<file path="config.mk">
export PLATFORM = sky130hd
export DESIGN_NAME = pse_port_control_write_regs
export DESIGN_NICKNAME = d
export VERILOG_FILES = /design/src/rtl/pse_ctrl_pkg.sv /design/src/rtl/pse_port_control_write_regs.sv
export SDC_FILE = /design/constraint.sdc
export NUM_CORES = 1
export LEC_CHECK = 0
export BUFFER_PORTS_ARGS = -buffer_cell sky130_fd_sc_hd__buf_2
export CELL_PAD_IN_SITES_DETAIL_PLACEMENT = 2
export CELL_PAD_IN_SITES_GLOBAL_PLACEMENT = 2
export CORE_AREA = 2 2 244 343
export DETAILED_ROUTE_END_ITERATION = 16
export DIE_AREA = 0 0 246 345
export PLACE_DENSITY = 0.79
export SLEW_MARGIN = 20
export SYNTH_ARGS = -nofsm -noshare
export SYNTH_HDL_FRONTEND = slang
export SYNTH_SLANG_ARGS = --single-unit
export TNS_END_PERCENT = 100
</file>
<file path="constraint.sdc">
create_clock -name clk -period 13.1 [get_ports clk]
set_input_delay 1.31 -clock clk [delete_from_list [all_inputs] [get_ports clk]]
set_output_delay 1.31 -clock clk [all_outputs]
set_load 0.005 [all_outputs]
</file>
<file path="src/rtl/pse_ctrl_pkg.sv">
// Constants for the port control write register bank
package pse_ctrl_pkg;
  // ---------------------------------------------------------------
  // Register select codes
  // ---------------------------------------------------------------
  localparam logic [3:0] SEL_COMMON_CONTROL = 4'h1;
  localparam logic [3:0] SEL_PORT_FUNCTION = 4'h2;
  localparam logic [3:0] SEL_PORT_ENABLE_ADC = 4'h3;
  localparam logic [3:0] SEL_TEST_OVERRIDE = 4'hF;
  // ---------------------------------------------------------------
  // Command byte fields
  // ---------------------------------------------------------------
  localparam int CMD_SEL_LSB = 3;
  localparam int CMD_PORT_LSB = 0;
  localparam int NUM_PORTS = 4;
  // ---------------------------------------------------------------
  // Test override bits
  // ---------------------------------------------------------------
  localparam int TST_THERMAL = 6;
  localparam int TST_POR_HOLD = 5;
  localparam int TST_DISC_TIMERS = 4;
  localparam int TST_DISC_HALT = 3;
  localparam int TST_DCDISC_ZERO = 2;
  localparam int TST_RECOVERY_OFF = 1;
  localparam logic [7:0] TEST_MASK = 8'h7E;
  // ---------------------------------------------------------------
  // Common control bits
  // ---------------------------------------------------------------
  localparam int CC_THERMAL_DIS = 5;
  localparam int CC_UPPER_AC = 4;
  localparam int CC_LOWER_AC = 3;
  localparam int CC_UVOV_DIS = 2;
  localparam int CC_ALL_OFF = 1;
  localparam int CC_SW_RESET = 0;
  localparam logic [7:0] CC_MASK = 8'h3E;
  // ---------------------------------------------------------------
  // Port control bits
  // ---------------------------------------------------------------
  localparam int PF_DISC_FAULT_DIS = 5;
  localparam int PF_DC_DISC_DIS = 4;
  localparam logic [7:0] PF_MASK = 8'h3F;
  localparam int PE_PORT_DIS = 4;
  localparam int PE_ADC_START = 3;
  localparam int PE_ADC_ABORT = 2;
  localparam logic [7:0] PE_MASK = 8'h14;
  localparam logic [7:0] REG_RESET = 8'h00;
  // ---------------------------------------------------------------
  // Timing
  // ---------------------------------------------------------------
  localparam int CLK_MHZ = 250;
  localparam int DISC_TIME_MS = 4;
  localparam int DCDISC_TIME_MS = 300;
  localparam int RECOVERY_TIME_MS = 750;
  localparam int POR_TIME_US = 100;
  localparam int DISC_CYCLES = DISC_TIME_MS * 1000 * CLK_MHZ;
  localparam int DCDISC_CYCLES = DCDISC_TIME_MS * 1000 * CLK_MHZ;
  localparam int RECOVERY_CYCLES = RECOVERY_TIME_MS * 1000 * CLK_MHZ;
  localparam int POR_CYCLES = POR_TIME_US * CLK_MHZ;
  // ---------------------------------------------------------------
  // Function codes
  // ---------------------------------------------------------------
  typedef enum logic [3:0] {
    FN_DISABLE = 4'b0000,
    FN_DISCOVERY1 = 4'b0001,
    FN_DISCOVERY2 = 4'b0010,
    FN_VSAMPLE = 4'b0011,
    FN_LEGACY = 4'b0100,
    FN_CLASSIFY = 4'b0101,
    FN_RAMP_UP = 4'b0110,
    FN_CSAMPLE = 4'b0111,
    FN_RAMP_DOWN = 4'b1000,
    FN_AC_LOWER = 4'b1001,
    FN_AC_UPPER = 4'b1010,
    FN_ISAMPLE = 4'b1011,
    FN_TSAMPLE = 4'b1100
  } function_t;
endpackage

</file>
<file path="src/rtl/pse_port_control_write_regs.sv">
// Write-side control register bank for a four-port power sourcing manager
`timescale 1ns/10ps

// Contract
// - Command selects register and port
// - Test bit 6 forces thermal shutdown
// - Test bit 5 holds reset inactive
// - Test bit 4 disables discovery timers
// - Test bit 3 halts all discovery
// - Test bit 2 zeroes DC disconnect delay
// - Test bit 1 disables recovery timer
// - Thermal disable locked after device probe
// - Common bits 4,3 drive AC outputs
// - Common bit 2 disables UV/OV faults
// - Common bit 1 shuts all ports
// - Common bit 0 resets, restarts timing
// - Port bit 5 disables discovery limits
// - Port bit 4 disables DC disconnect
// - Codes 0-2 disable, discover one, two
// - Codes 3-5 voltage, legacy, classify
// - Codes 6-8 ramp, continuous, ramp down
// - Codes 9-C AC, current, temperature
// - Codes D-F spare, do nothing
// - Per-port registers chosen by port
// - Second port bit 4 disables port
// - A/D start bit self clears
// - Second port bit 2 aborts A/D
module pse_port_control_write_regs #(
  parameter int DISC_TICKS = pse_ctrl_pkg::DISC_CYCLES,
  parameter int DCDISC_TICKS = pse_ctrl_pkg::DCDISC_CYCLES,
  parameter int RECOVERY_TICKS = pse_ctrl_pkg::RECOVERY_CYCLES,
  parameter int POR_TICKS = pse_ctrl_pkg::POR_CYCLES
) (
  input wire logic clk,
  input wire logic rstn,
  input wire logic wr_valid,
  input wire logic [7:0] wr_command,
  input wire logic [7:0] wr_data,
  input wire logic device_probed,
  input wire logic [3:0] port_low_current,
  input wire logic [3:0] port_fault_event,
  output logic por_active,
  output logic [3:0] port_power_off,
  output logic [3:0] port_fast_off,
  output logic thermal_shutdown,
  output logic thermal_fault_disable,
  output logic upper_ac_drive,
  output logic lower_ac_drive,
  output logic uvov_fault_disable,
  output logic [3:0] disc_fault_disable,
  output logic [3:0] dc_disconnect_disable,
  output logic [15:0] port_function,
  output logic [3:0] disc_halt,
  output logic [3:0] disc_phase_done,
  output logic [3:0] dc_disconnect,
  output logic [3:0] recovery_done,
  output logic [3:0] adc_start,
  output logic [3:0] adc_abort,
  output logic [3:0] port_disable
);

  // ---------------------------------------------------------------
  // Command decode
  // ---------------------------------------------------------------
  logic [3:0] sel;
  logic [1:0] port;
  logic wr_common;
  logic wr_func;
  logic wr_enadc;
  logic wr_test;
  logic [7:0] test_override;
  logic [7:0] common_control;
  logic [7:0] pf_reg [4];
  logic [7:0] pe_reg [4];
  logic soft_reset;
  logic [31:0] por_count;

  assign sel = wr_command[pse_ctrl_pkg::CMD_SEL_LSB +: 4];
  assign port = wr_command[pse_ctrl_pkg::CMD_PORT_LSB +: 2];
  assign wr_common = wr_valid && (sel == pse_ctrl_pkg::SEL_COMMON_CONTROL);
  assign wr_func = wr_valid && (sel == pse_ctrl_pkg::SEL_PORT_FUNCTION);
  assign wr_enadc = wr_valid && (sel == pse_ctrl_pkg::SEL_PORT_ENABLE_ADC);
  assign wr_test = wr_valid && (sel == pse_ctrl_pkg::SEL_TEST_OVERRIDE);
  assign soft_reset = wr_common && wr_data[pse_ctrl_pkg::CC_SW_RESET];

  // ---------------------------------------------------------------
  // Helpers
  // ---------------------------------------------------------------
  // Counter expired; compare, not equality, so a saturated count stays done
  function automatic logic reached(input logic [31:0] cnt, input int lim);
    reached = (cnt >= 32'(lim));
  endfunction

  // Function field of a port register
  function automatic logic [3:0] func_code(input logic [7:0] r);
    func_code = r[3:0];
  endfunction

  // Command addresses this port
  function automatic logic port_hit(input logic [1:0] p, input int idx);
    port_hit = (p == 2'(idx));
  endfunction

  // ---------------------------------------------------------------
  // Power-on reset timing
  // ---------------------------------------------------------------
  // restart reset timing
  always_ff @(posedge clk) begin
    if (!rstn || soft_reset) begin
      por_count <= '0;
    end else if (!reached(por_count, POR_TICKS)) begin
      por_count <= por_count + 32'h1;
    end
  end

  always_ff @(posedge clk) begin
    // Soft reset restarts the timing just as power-up does
    if (!rstn || soft_reset) begin
      por_active <= 1'b1;
    end else begin
      por_active <= !test_override[pse_ctrl_pkg::TST_POR_HOLD]
        && !reached(por_count, POR_TICKS);
    end
  end

  // ---------------------------------------------------------------
  // Common registers
  // ---------------------------------------------------------------
  // preset zero
  always_ff @(posedge clk) begin
    if (!rstn || soft_reset) begin
      test_override <= pse_ctrl_pkg::REG_RESET;
    end else if (wr_test) begin
      test_override <= wr_data & pse_ctrl_pkg::TEST_MASK;
    end
  end

  always_ff @(posedge clk) begin
    if (!rstn || soft_reset) begin
      common_control <= pse_ctrl_pkg::REG_RESET;
    end else if (wr_common) begin
      common_control <= (wr_data & pse_ctrl_pkg::CC_MASK);
      if (device_probed) begin
        common_control[pse_ctrl_pkg::CC_THERMAL_DIS] <=
          common_control[pse_ctrl_pkg::CC_THERMAL_DIS];
      end
    end
  end

  // ---------------------------------------------------------------
  // Per-port registers
  // ---------------------------------------------------------------
  // port addressed copies
  always_ff @(posedge clk) begin
    if (!rstn || soft_reset) begin
      for (int i = 0; i < pse_ctrl_pkg::NUM_PORTS; i++) begin
        pf_reg[i] <= pse_ctrl_pkg::REG_RESET;
        pe_reg[i] <= pse_ctrl_pkg::REG_RESET;
      end
    end else begin
      if (wr_func) begin
        pf_reg[port] <= wr_data & pse_ctrl_pkg::PF_MASK;
      end
      if (wr_enadc) begin
        pe_reg[port] <= wr_data & pse_ctrl_pkg::PE_MASK;
      end
    end
  end

  always_ff @(posedge clk) begin
    if (!rstn || soft_reset) begin
      adc_start <= '0;
    end else begin
      for (int i = 0; i < pse_ctrl_pkg::NUM_PORTS; i++) begin
        adc_start[i] <= wr_enadc && port_hit(port, i)
          && wr_data[pse_ctrl_pkg::PE_ADC_START];
      end
    end
  end

  // ---------------------------------------------------------------
  // Control outputs
  // ---------------------------------------------------------------
  always_ff @(posedge clk) begin
    if (!rstn) begin
      thermal_shutdown <= 1'b0;
      thermal_fault_disable <= 1'b0;
      upper_ac_drive <= 1'b0;
      lower_ac_drive <= 1'b0;
      uvov_fault_disable <= 1'b0;
      disc_halt <= '0;
    end else begin
      thermal_shutdown <= test_override[pse_ctrl_pkg::TST_THERMAL];
      thermal_fault_disable <= common_control[pse_ctrl_pkg::CC_THERMAL_DIS];
      upper_ac_drive <= common_control[pse_ctrl_pkg::CC_UPPER_AC];
      lower_ac_drive <= common_control[pse_ctrl_pkg::CC_LOWER_AC];
      uvov_fault_disable <= common_control[pse_ctrl_pkg::CC_UVOV_DIS];
      disc_halt <= {4{test_override[pse_ctrl_pkg::TST_DISC_HALT]}};
    end
  end

  // Ports come up off; safe state until reset timing ends
  always_ff @(posedge clk) begin
    if (!rstn) begin
      port_power_off <= '1;
      port_fast_off <= '0;
    end else begin
      for (int i = 0; i < pse_ctrl_pkg::NUM_PORTS; i++) begin
        port_fast_off[i] <= common_control[pse_ctrl_pkg::CC_ALL_OFF];
        port_power_off[i] <= test_override[pse_ctrl_pkg::TST_THERMAL]
          || common_control[pse_ctrl_pkg::CC_ALL_OFF]
          || pe_reg[i][pse_ctrl_pkg::PE_PORT_DIS] || por_active;
      end
    end
  end

  always_ff @(posedge clk) begin
    if (!rstn) begin
      disc_fault_disable <= '0;
      dc_disconnect_disable <= '0;
      port_function <= '0;
    end else begin
      for (int i = 0; i < pse_ctrl_pkg::NUM_PORTS; i++) begin
        disc_fault_disable[i] <= pf_reg[i][pse_ctrl_pkg::PF_DISC_FAULT_DIS];
        dc_disconnect_disable[i] <= pf_reg[i][pse_ctrl_pkg::PF_DC_DISC_DIS];
        // function code out, spares inert downstream
        port_function[4 * i +: 4] <= func_code(pf_reg[i]);
      end
    end
  end

  always_ff @(posedge clk) begin
    if (!rstn) begin
      adc_abort <= '0;
      port_disable <= '0;
    end else begin
      for (int i = 0; i < pse_ctrl_pkg::NUM_PORTS; i++) begin
        adc_abort[i] <= pe_reg[i][pse_ctrl_pkg::PE_ADC_ABORT];
        port_disable[i] <= pe_reg[i][pse_ctrl_pkg::PE_PORT_DIS];
      end
    end
  end

  // ---------------------------------------------------------------
  // Per-port timers
  // ---------------------------------------------------------------
  // Separate counters per port; area traded for independent timing
  logic [31:0] disc_cnt [4];
  logic [31:0] dcd_cnt [4];
  logic [31:0] rec_cnt [4];
  logic [3:0] in_disc;

  always_comb begin
    for (int i = 0; i < pse_ctrl_pkg::NUM_PORTS; i++) begin
      in_disc[i] = (func_code(pf_reg[i]) == pse_ctrl_pkg::FN_DISCOVERY1)
        || (func_code(pf_reg[i]) == pse_ctrl_pkg::FN_DISCOVERY2);
    end
  end

  // Soft reset restarts every timer with the registers
  // discovery phase timer
  always_ff @(posedge clk) begin
    if (!rstn || soft_reset) begin
      for (int i = 0; i < pse_ctrl_pkg::NUM_PORTS; i++) begin
        disc_cnt[i] <= '0;
      end
      disc_phase_done <= '0;
    end else begin
      for (int i = 0; i < pse_ctrl_pkg::NUM_PORTS; i++) begin
        if (!in_disc[i] || (wr_func && port_hit(port, i))
            || test_override[pse_ctrl_pkg::TST_DISC_TIMERS]) begin
          disc_cnt[i] <= '0;
          disc_phase_done[i] <= 1'b0;
        end else if (!test_override[pse_ctrl_pkg::TST_DISC_HALT]) begin
          if (!reached(disc_cnt[i], DISC_TICKS)) begin
            disc_cnt[i] <= disc_cnt[i] + 32'h1;
          end
          disc_phase_done[i] <= reached(disc_cnt[i] + 32'h1, DISC_TICKS);
        end
      end
    end
  end

  always_ff @(posedge clk) begin
    if (!rstn || soft_reset) begin
      for (int i = 0; i < pse_ctrl_pkg::NUM_PORTS; i++) begin
        dcd_cnt[i] <= '0;
      end
      dc_disconnect <= '0;
    end else begin
      for (int i = 0; i < pse_ctrl_pkg::NUM_PORTS; i++) begin
        if (!port_low_current[i] || pf_reg[i][pse_ctrl_pkg::PF_DC_DISC_DIS]) begin
          dcd_cnt[i] <= '0;
          dc_disconnect[i] <= 1'b0;
        end else if (test_override[pse_ctrl_pkg::TST_DCDISC_ZERO]) begin
          dc_disconnect[i] <= 1'b1;
        end else begin
          if (!reached(dcd_cnt[i], DCDISC_TICKS)) begin
            dcd_cnt[i] <= dcd_cnt[i] + 32'h1;
          end
          dc_disconnect[i] <= reached(dcd_cnt[i] + 32'h1, DCDISC_TICKS);
        end
      end
    end
  end

  always_ff @(posedge clk) begin
    if (!rstn || soft_reset) begin
      for (int i = 0; i < pse_ctrl_pkg::NUM_PORTS; i++) begin
        rec_cnt[i] <= '0;
      end
      recovery_done <= '0;
    end else begin
      for (int i = 0; i < pse_ctrl_pkg::NUM_PORTS; i++) begin
        if (port_fault_event[i] || test_override[pse_ctrl_pkg::TST_RECOVERY_OFF]) begin
          rec_cnt[i] <= '0;
          recovery_done[i] <= 1'b0;
        end else begin
          if (!reached(rec_cnt[i], RECOVERY_TICKS)) begin
            rec_cnt[i] <= rec_cnt[i] + 32'h1;
          end
          recovery_done[i] <= reached(rec_cnt[i] + 32'h1, RECOVERY_TICKS);
        end
      end
    end
  end

endmodule

</file>
==> summary.md, run 1 <==
| Metric | Value |
|---|---|
| Root Buffer | clkbuf_16 |
| Leak pwr | 10.9 nW |
| Worst r2r src | rec_cnt[0][38] |
| Arrival @ worst endpoint | 4.53 ns |
| Psw | roughly 0.91 mW |
| Final Hold Viols | 0 |
| First-iteration detailed-routing DRC count | between 900 and 1000 |
| Vias in the first global route | about 25000 |
| CP Capture Type | register |
| Synth Cell Area | between 20000 and 30000 um2 |
| Sequential element share of the synthesized area | between 50% and 60% |
| WL/cell | 19.3 um |
| Combinational power share | 5.2% |
| Register Area | around 15000 um2 |
| Total grt overflow | 0 |
| Largest net degree at the start of global routing | 45 |
| WP data required | approximately 13 ns |
| Reg2reg setup slack | 9.55 ns |
| Period Utilization, post-route | 32.3% |
| Slowest cell on crit path | o21a_1 |
| Max FO, Critical Path | 26 |
| CP Class | in2reg |
| Sum Neg Setup Slack | 0 ns |
| # rows | roughly 130 |
| Top flop regs | dcd_cnt (128), disc_cnt (128), rec_cnt (128) |
| Kind of cell adding the most delay to the critical path | simple AND/OR/NAND/NOR gates |
| Worst VDD drop | about 120 uV |
| Top post-synthesis cells by area | edfxtp_1 44%, dfxtp_1 7.3%, nor2_1 6.6% |
| Startpoint types | primary input |
| Hold Startpoint | por_count[28] |
| Final ANT Viol Nets | 0 |
| GP Congestion | a little over 0.8 |
| Final min period | between 4 and 5 ns |
| Hold Path Cell Cnt | 1 |
| F_max | around 0.24 GHz |
| Worst Reg2Reg Path Length in Cells | 9 |
| Die Width | approximately 250 um |
| Via count | around 22000 |
| Most frequent cell after synthesis | nor2_1 |
| Pint | 2.80 mW |
| Initial Util | roughly a third |
| Reg2reg end | rec_cnt[0][37] |
| Setup bufs post-CTS | 0 |
| Sink Count | slightly above 500 |
| Final design utilization | slightly below 40% |
| Hold_buf cts | 0 |
| Die area | between 80000 and 90000 um2 |
| Worst-path cell chain | buf_2 > nor3b_1 > nand3b_1 > o21a_1 > o21ai_0 > buf_4 > nand3b_1 > nand2b_1 > buf_4 |
| Initial antenna violation count | 6 |
| Min-delay worst type | reg2reg |
| Clk Latency, worst-skew pair | approximately 0.64 ns |
| Final setup viols | 0 |
| EDFF count, synth | roughly 420 |
| Slew headroom | slightly above 30% |
| Clock Skews | ~0.025 ns |
| Synthesis-stage register bit count | around 520 |
| Share of cells above drive strength 1 | 8.51% |
| # IOs | 94 |
| Setup WS post-layout | 8.87 ns |
| Area of the multi-input gates | 13300 um2 |
| Overall die height | about 350 um |
| Worst-path clk slew | 0.07 ns |
| Yosys warns | 0 |
| Syn Inst Count | 2915 |
| Place WS | between 8 and 9 ns |
| Synth Area per Inst | 9.76 um2 |
| PortBufs | 90 |
| CORE AREA | between 80000 and 90000 um2 |
| Asr flop ratio synth | 0% |
| Area leader, netlist | edfxtp_1 |
| Switching part of the total | roughly a quarter |
| Clock buffer depth | 3 |
| Max Slew Vio Count | 0 |
| PD cells | roughly 120 nW/um2 |
| Layout area overhead | 12.5% |
| First-pass GRT wire length | ~130000 um |
| Num CTS Buffers | 54 |
| Pre-antenna DRT Iters | 4 |
| Worst path max stage delay | about 0.62 ns |
| Number of distinct library cells after synthesis | 90 |
| Post-CTS sizing | 0 |
| Outcome | complete, no violations |
| Sequential share of power | about 53% |
| Crit path buffers/inverters | 3 |
| NumNets Final | between 3000 and 4000 |
| Fillers | 8813 |
| All-Layer GR Usage | a little under a fifth |
| Hold endpoint | por_count[28] |
| CTS tree | yes |
| Synth top area share | 43.9% |
| DP Wirelength | 56800 um |
| Top FF cell, synth | edfxtp_1 |
| Least-Margin Pin Slew | just over 1 ns |
| Maxcap violations | 0 |
| Fin Hold WS | 0.462 ns |
| RSZ-0062 raised after global routing | false |
| Most common library cells after synthesis | 503 x nor2_1, 416 x edfxtp_1, 240 x nand2_1 |
| Clk pwr share | roughly 42% |
| DR vias/cell | 5.36 |
| DRC Markers | 0 |
| H-tree depth | 2 |
| Final wirelength | around 80000 um |
[metrics by stage]
stage,cells,power [mW],cell area (um2)
after floorplan,2998,2.09,28700
after global placement,4059,2.15,30200
after detailed placement,4059,2.17,30200
after CTS,4159,3.76,32000
after global routing,4159,3.85,32000
final,4161,3.71,32000
[power by group through the flow]
stage	clock, mW	combinational, mW	sequential (mW)
after global placement	0	0.179	1.97
after detailed placement	0	0.191	1.98
after floorplan	0	0.148	1.94
final	1.57	0.193	1.95
after CTS	1.62	0.195	1.95
after global routing	1.67	0.217	1.96
[metal layers]
layer / global-route usage, % / part of all wire [%]
met1: 21.8 / 40
met4: 5.94 / 2.9
met3: 2.92 / 3.6
met2: 35.3 / 53
met5: 0 / 0.052
[area by class of cell]
cell class / instances / share of cell area (%)
flip-flops and latches: 519 / 45.5
multi-input cells: 2249 / 41.6
clock buffers: 72 / 4.79
well taps: 1079 / 4.22
repair buffers: 118 / 2.06
inverters: 94 / 1.10
clock inverters: 28 / 0.719
diodes: 2 / 0.0156
[worst max path at each step]
stage	from	end	slack (ns)	cells past startpoint
6_report	wr_command[6]	disc_cnt[2][5]	8.87	9
5_1_grt	wr_command[6]	disc_cnt[3][7]	8.50	9
4_1_cts	wr_command[6]	disc_cnt[2][9]	8.79	9
3_5_place_dp	wr_command[6]	disc_cnt[2][2]	8.16	9
3_3_place_gp	wr_command[6]	disc_cnt[3][11]	8.43	9
2_1_floorplan	rec_cnt[0][38]	rec_cnt[0][32]	8.54	9
[kinds of logic (layout without fill, tap and decap cells)]
logic type                 count (synthesis)  count (layout)  share of synthesized area [%]
muxes                                     29              29                           1.04
xor gates and xnor gates                 320             320                           9.86
DFF                                      519             519                           51.2
adders and majority gates                 26              26                           1.14
AOI/OAI and AO/OA                        333             333                           7.96
other                                      1              86                         0.0132
buffers and inverters                    230             312                           3.20
and+or+nand+nor                         1457            1457                           25.6
[cells in the final DEF, fill, tap and decap left out, drive strengths merged, types with 57 or more instances in the layout]
master,n
nand4,100
clkbuf,72
inv,97
dfxtp,103
buf,118
xnor2,168
a21oi,57
and3,58
nor4,64
nand3,160
edfxtp,416
nor3,80
o21ai,78
nand2,242
conb,84
and2,82
nor2,503
xor2,152
No activity file was read; power rests on OpenSTA's default activity.
==> inputs of run 2 (changes only) <==
==> constraint.sdc (replaced) <==
create_clock -name clk -period 4.1 [get_ports clk]
set_input_delay 0.41 -clock clk [delete_from_list [all_inputs] [get_ports clk]]
set_output_delay 0.41 -clock clk [all_outputs]
set_load 0.005 [all_outputs]
==> run 2 against run 1 <==
Against the previous run: largest power group unchanged; critical endpoint is now recovery_done[0]; power grew to 3.2 times the previous value; combinational power grew to 3.2 times the previous value; global-route usage is 0.16 points lower; sequential share of layout area decreased by 0.27 points; clock power grew to 3.3 times the previous value; worst hold slack lost 0.41 ns; clock skew grew 0.012 ns; non-clock buffer count increased by 13.
==> summary.md, run 2 (same netlist as run 1, synthesis figures left out) <==
| Metric | Value |
|---|---|
| Kind of cell adding the most delay to the critical path | simple AND/OR/NAND/NOR gates |
| Leading cell type in the layout, fill and taps excluded | nor2_1 |
| Clock Skews | 0.0365 ns (+0.0120 ns) |
| DRC Markers | 0 (unchanged) |
| Fin Hold WS | 0.0521 ns (-0.410 ns) |
| Clk Latency, worst-skew pair | 0.64 ns (about the same) |
| GP Congestion | 0.820 (-0.35%) |
| RSZ-0062 raised after global routing | false |
| Initial antenna violation count | 6 (unchanged) |
| Initial Util | 34.6% (unchanged) |
| Final Hold Viols | 0 (unchanged) |
| Layout area overhead | 13.2% |
| Final setup viols | 0 (unchanged) |
| Die Width | 246 um (unchanged) |
| Final min period | 3.30 ns |
| First-pass GRT wire length | 131000 um (-1.1%) |
| Overall die height | 345 um (unchanged) |
| Crit path top cell by count | a21oi_1 |
| Period Utilization, post-route | 80.4% |
| Final design utilization | 39.2% (+0.23 points) |
| Leak pwr | 11.0 nW (+0.92%) |
| Final ANT Viol Nets | 0 (unchanged) |
| Max FO, Critical Path | 9 (-65%) |
| WL/cell | 19.1 um (-1.2%) |
| Num CTS Buffers | 55 (+1.9%) |
| Root Buffer | clkbuf_16 |
| # IOs | 94 (unchanged) |
| Setup bufs post-CTS | 0 (unchanged) |
| Outcome | complete, no violations |
| Pre-antenna DRT Iters | 5 (+1) |
| CP Capture Type | register |
| H-tree depth | 2 (unchanged) |
| CP Class | reg2reg |
| Worst VDD drop | 497 uV (+320%) |
| Crit path buffers/inverters | 0 (-3) |
| Arrival @ worst endpoint | 3.80 ns (-0.73 ns) |
| Die area | 84900 um2 (unchanged) |
| Via count | 22300 (unchanged) |
| All-Layer GR Usage | 18.8% (-0.16 points) |
| Clock buffer depth | 3 (unchanged) |
| PortBufs | 90 (unchanged) |
| CTS tree | yes |
| Most frequent cells in the layout | 503 x nor2_1, 416 x edfxtp_1, 240 x nand2_1 |
| Max Slew Vio Count | 0 (unchanged) |
| Post-CTS sizing | 0 (unchanged) |
| # rows | 125 (unchanged) |
| F_max | slightly above 0.3 GHz |
| Top flop regs | dcd_cnt (128), disc_cnt (128), rec_cnt (128) |
| Slowest cell on crit path | nor4_2 |
| Min-delay worst type | in2reg |
| Startpoint types | register |
| Final wirelength | 79800 um (-0.78%) |
| Top Metal Used | met5 |
| Sum Neg Setup Slack | 0 ns (unchanged) |
| WL met1 | 32000 um (-1.2%) |
| Sink Count | 519 (unchanged) |
| Share of cells above drive strength 1 | 8.91% (+0.41 points) |
| DP Wirelength | 57100 um (+0.55%) |
| Worst-path cell chain | ha_1 > nand4_1 > nor4_2 > nor2b_1 > or2_2 > a21oi_1 > a211o_1 > a21oi_1 > a21boi_1 |
| Vias in the first global route | 24900 (-0.11%) |
| DR WL met3 | 2520 um (-13%) |
| Slew headroom | 36.9% (+6.2 points) |
| Worst-path clk slew | 0.07 ns (about the same) |
| CORE AREA | 82100 um2 (unchanged) |
| Maxcap violations | 0 (unchanged) |
| First-iteration detailed-routing DRC count | 896 (-1.2%) |
| Worst path max stage delay | 0.71 ns (+0.09 ns) |
| Largest net degree at the start of global routing | 44 (-2.2%) |
| Met2 WL | 43400 um (+1.5%) |
| DR vias/cell | 5.34 (-0.43%) |
| Total grt overflow | 0 (unchanged) |
| Hold_buf cts | 0 (unchanged) |
| Reg2reg setup slack | 0.80 ns (-8.75 ns) |
| WP data required | 4.60 ns (-8.80 ns) |
| PD cells | 373 nW/um2 (+220%) |
| Least-Margin Pin Slew | 0.945 ns (-0.0919 ns) |
| NumNets Final | 3104 (+0.45%) |
[run 2: cell types whose count changed in the layout (fill, tap and decap cells not counted), sizes merged]
cell and delta:
buf +13, bufinv +1, clkinv -7, clkinvlp +1, diode +2, inv +8
[run 2: metal layers]
metal | vias to the layer above | global-route usage, %
met5 | - | 0
met4 | 2 | 5.02
met3 | 117 | 2.52
met2 | 256 | 35.9
met1 | 11300 | 21.4
li1 | 10600 | -
[run 2: area by class of cell]
cell class | count | area, um2
Antenna cell | 4 | 10.0
Clock buffer | 72 | 1580
Fill cell | 8856 | 49900
Timing Repair Buffer | 131 | 771
Clock inverter | 31 | 269
Tap cell | 1079 | 1350
Multi-Input combinational cell | 2249 | 13300
Sequential cell | 519 | 14600
Inverter | 94 | 353
[run 2: worst paths after layout]
check / from / to / cells after the start
setup / recovery: rec_cnt[0][0] / recovery_done[0] / 9
hold / removal: wr_data[3] / adc_start[3] / 3
setup reg to reg: rec_cnt[0][0] / recovery_done[0] / 9
hold reg to reg: por_count[20] / por_count[20] / 1
[run 2: stage by stage]
step | cells | setup slack [ns] | cell area (um2) | total power [mW]
floorplan | 2998 | 0.409 | 28700 | 6.67
global placement | 4072 | 0.524 | 30300 | 6.88
detailed placement | 4072 | 0.421 | 30300 | 6.95
CTS | 4175 | 0.824 | 32200 | 12.2
global route | 4176 | 0.538 | 32200 | 12.5
finish | 4179 | 0.804 | 32200 | 12.0
[run 2: worst reg2reg max path: stages (launching register included)]
cell and delay [ns]:
edfxtp_1 0.44, ha_1 0.25, nand4_1 0.31, nor4_2 0.71
nor2b_1 0.64, or2_2 0.24, a21oi_1 0.07, a211o_1 0.24
a21oi_1 0.17, a21boi_1 0.11
[run 2: where the power goes]
| part | internal, mW | switching (mW) | leakage, nW |
|---|---|---|---|
| sequential | 5.92 | 0.304 | 5.50 |
| combinational | 0.261 | 0.362 | 4.57 |
| clock | 2.91 | 2.24 | 0.915 |
| total | 9.10 | 2.91 | 11.0 |
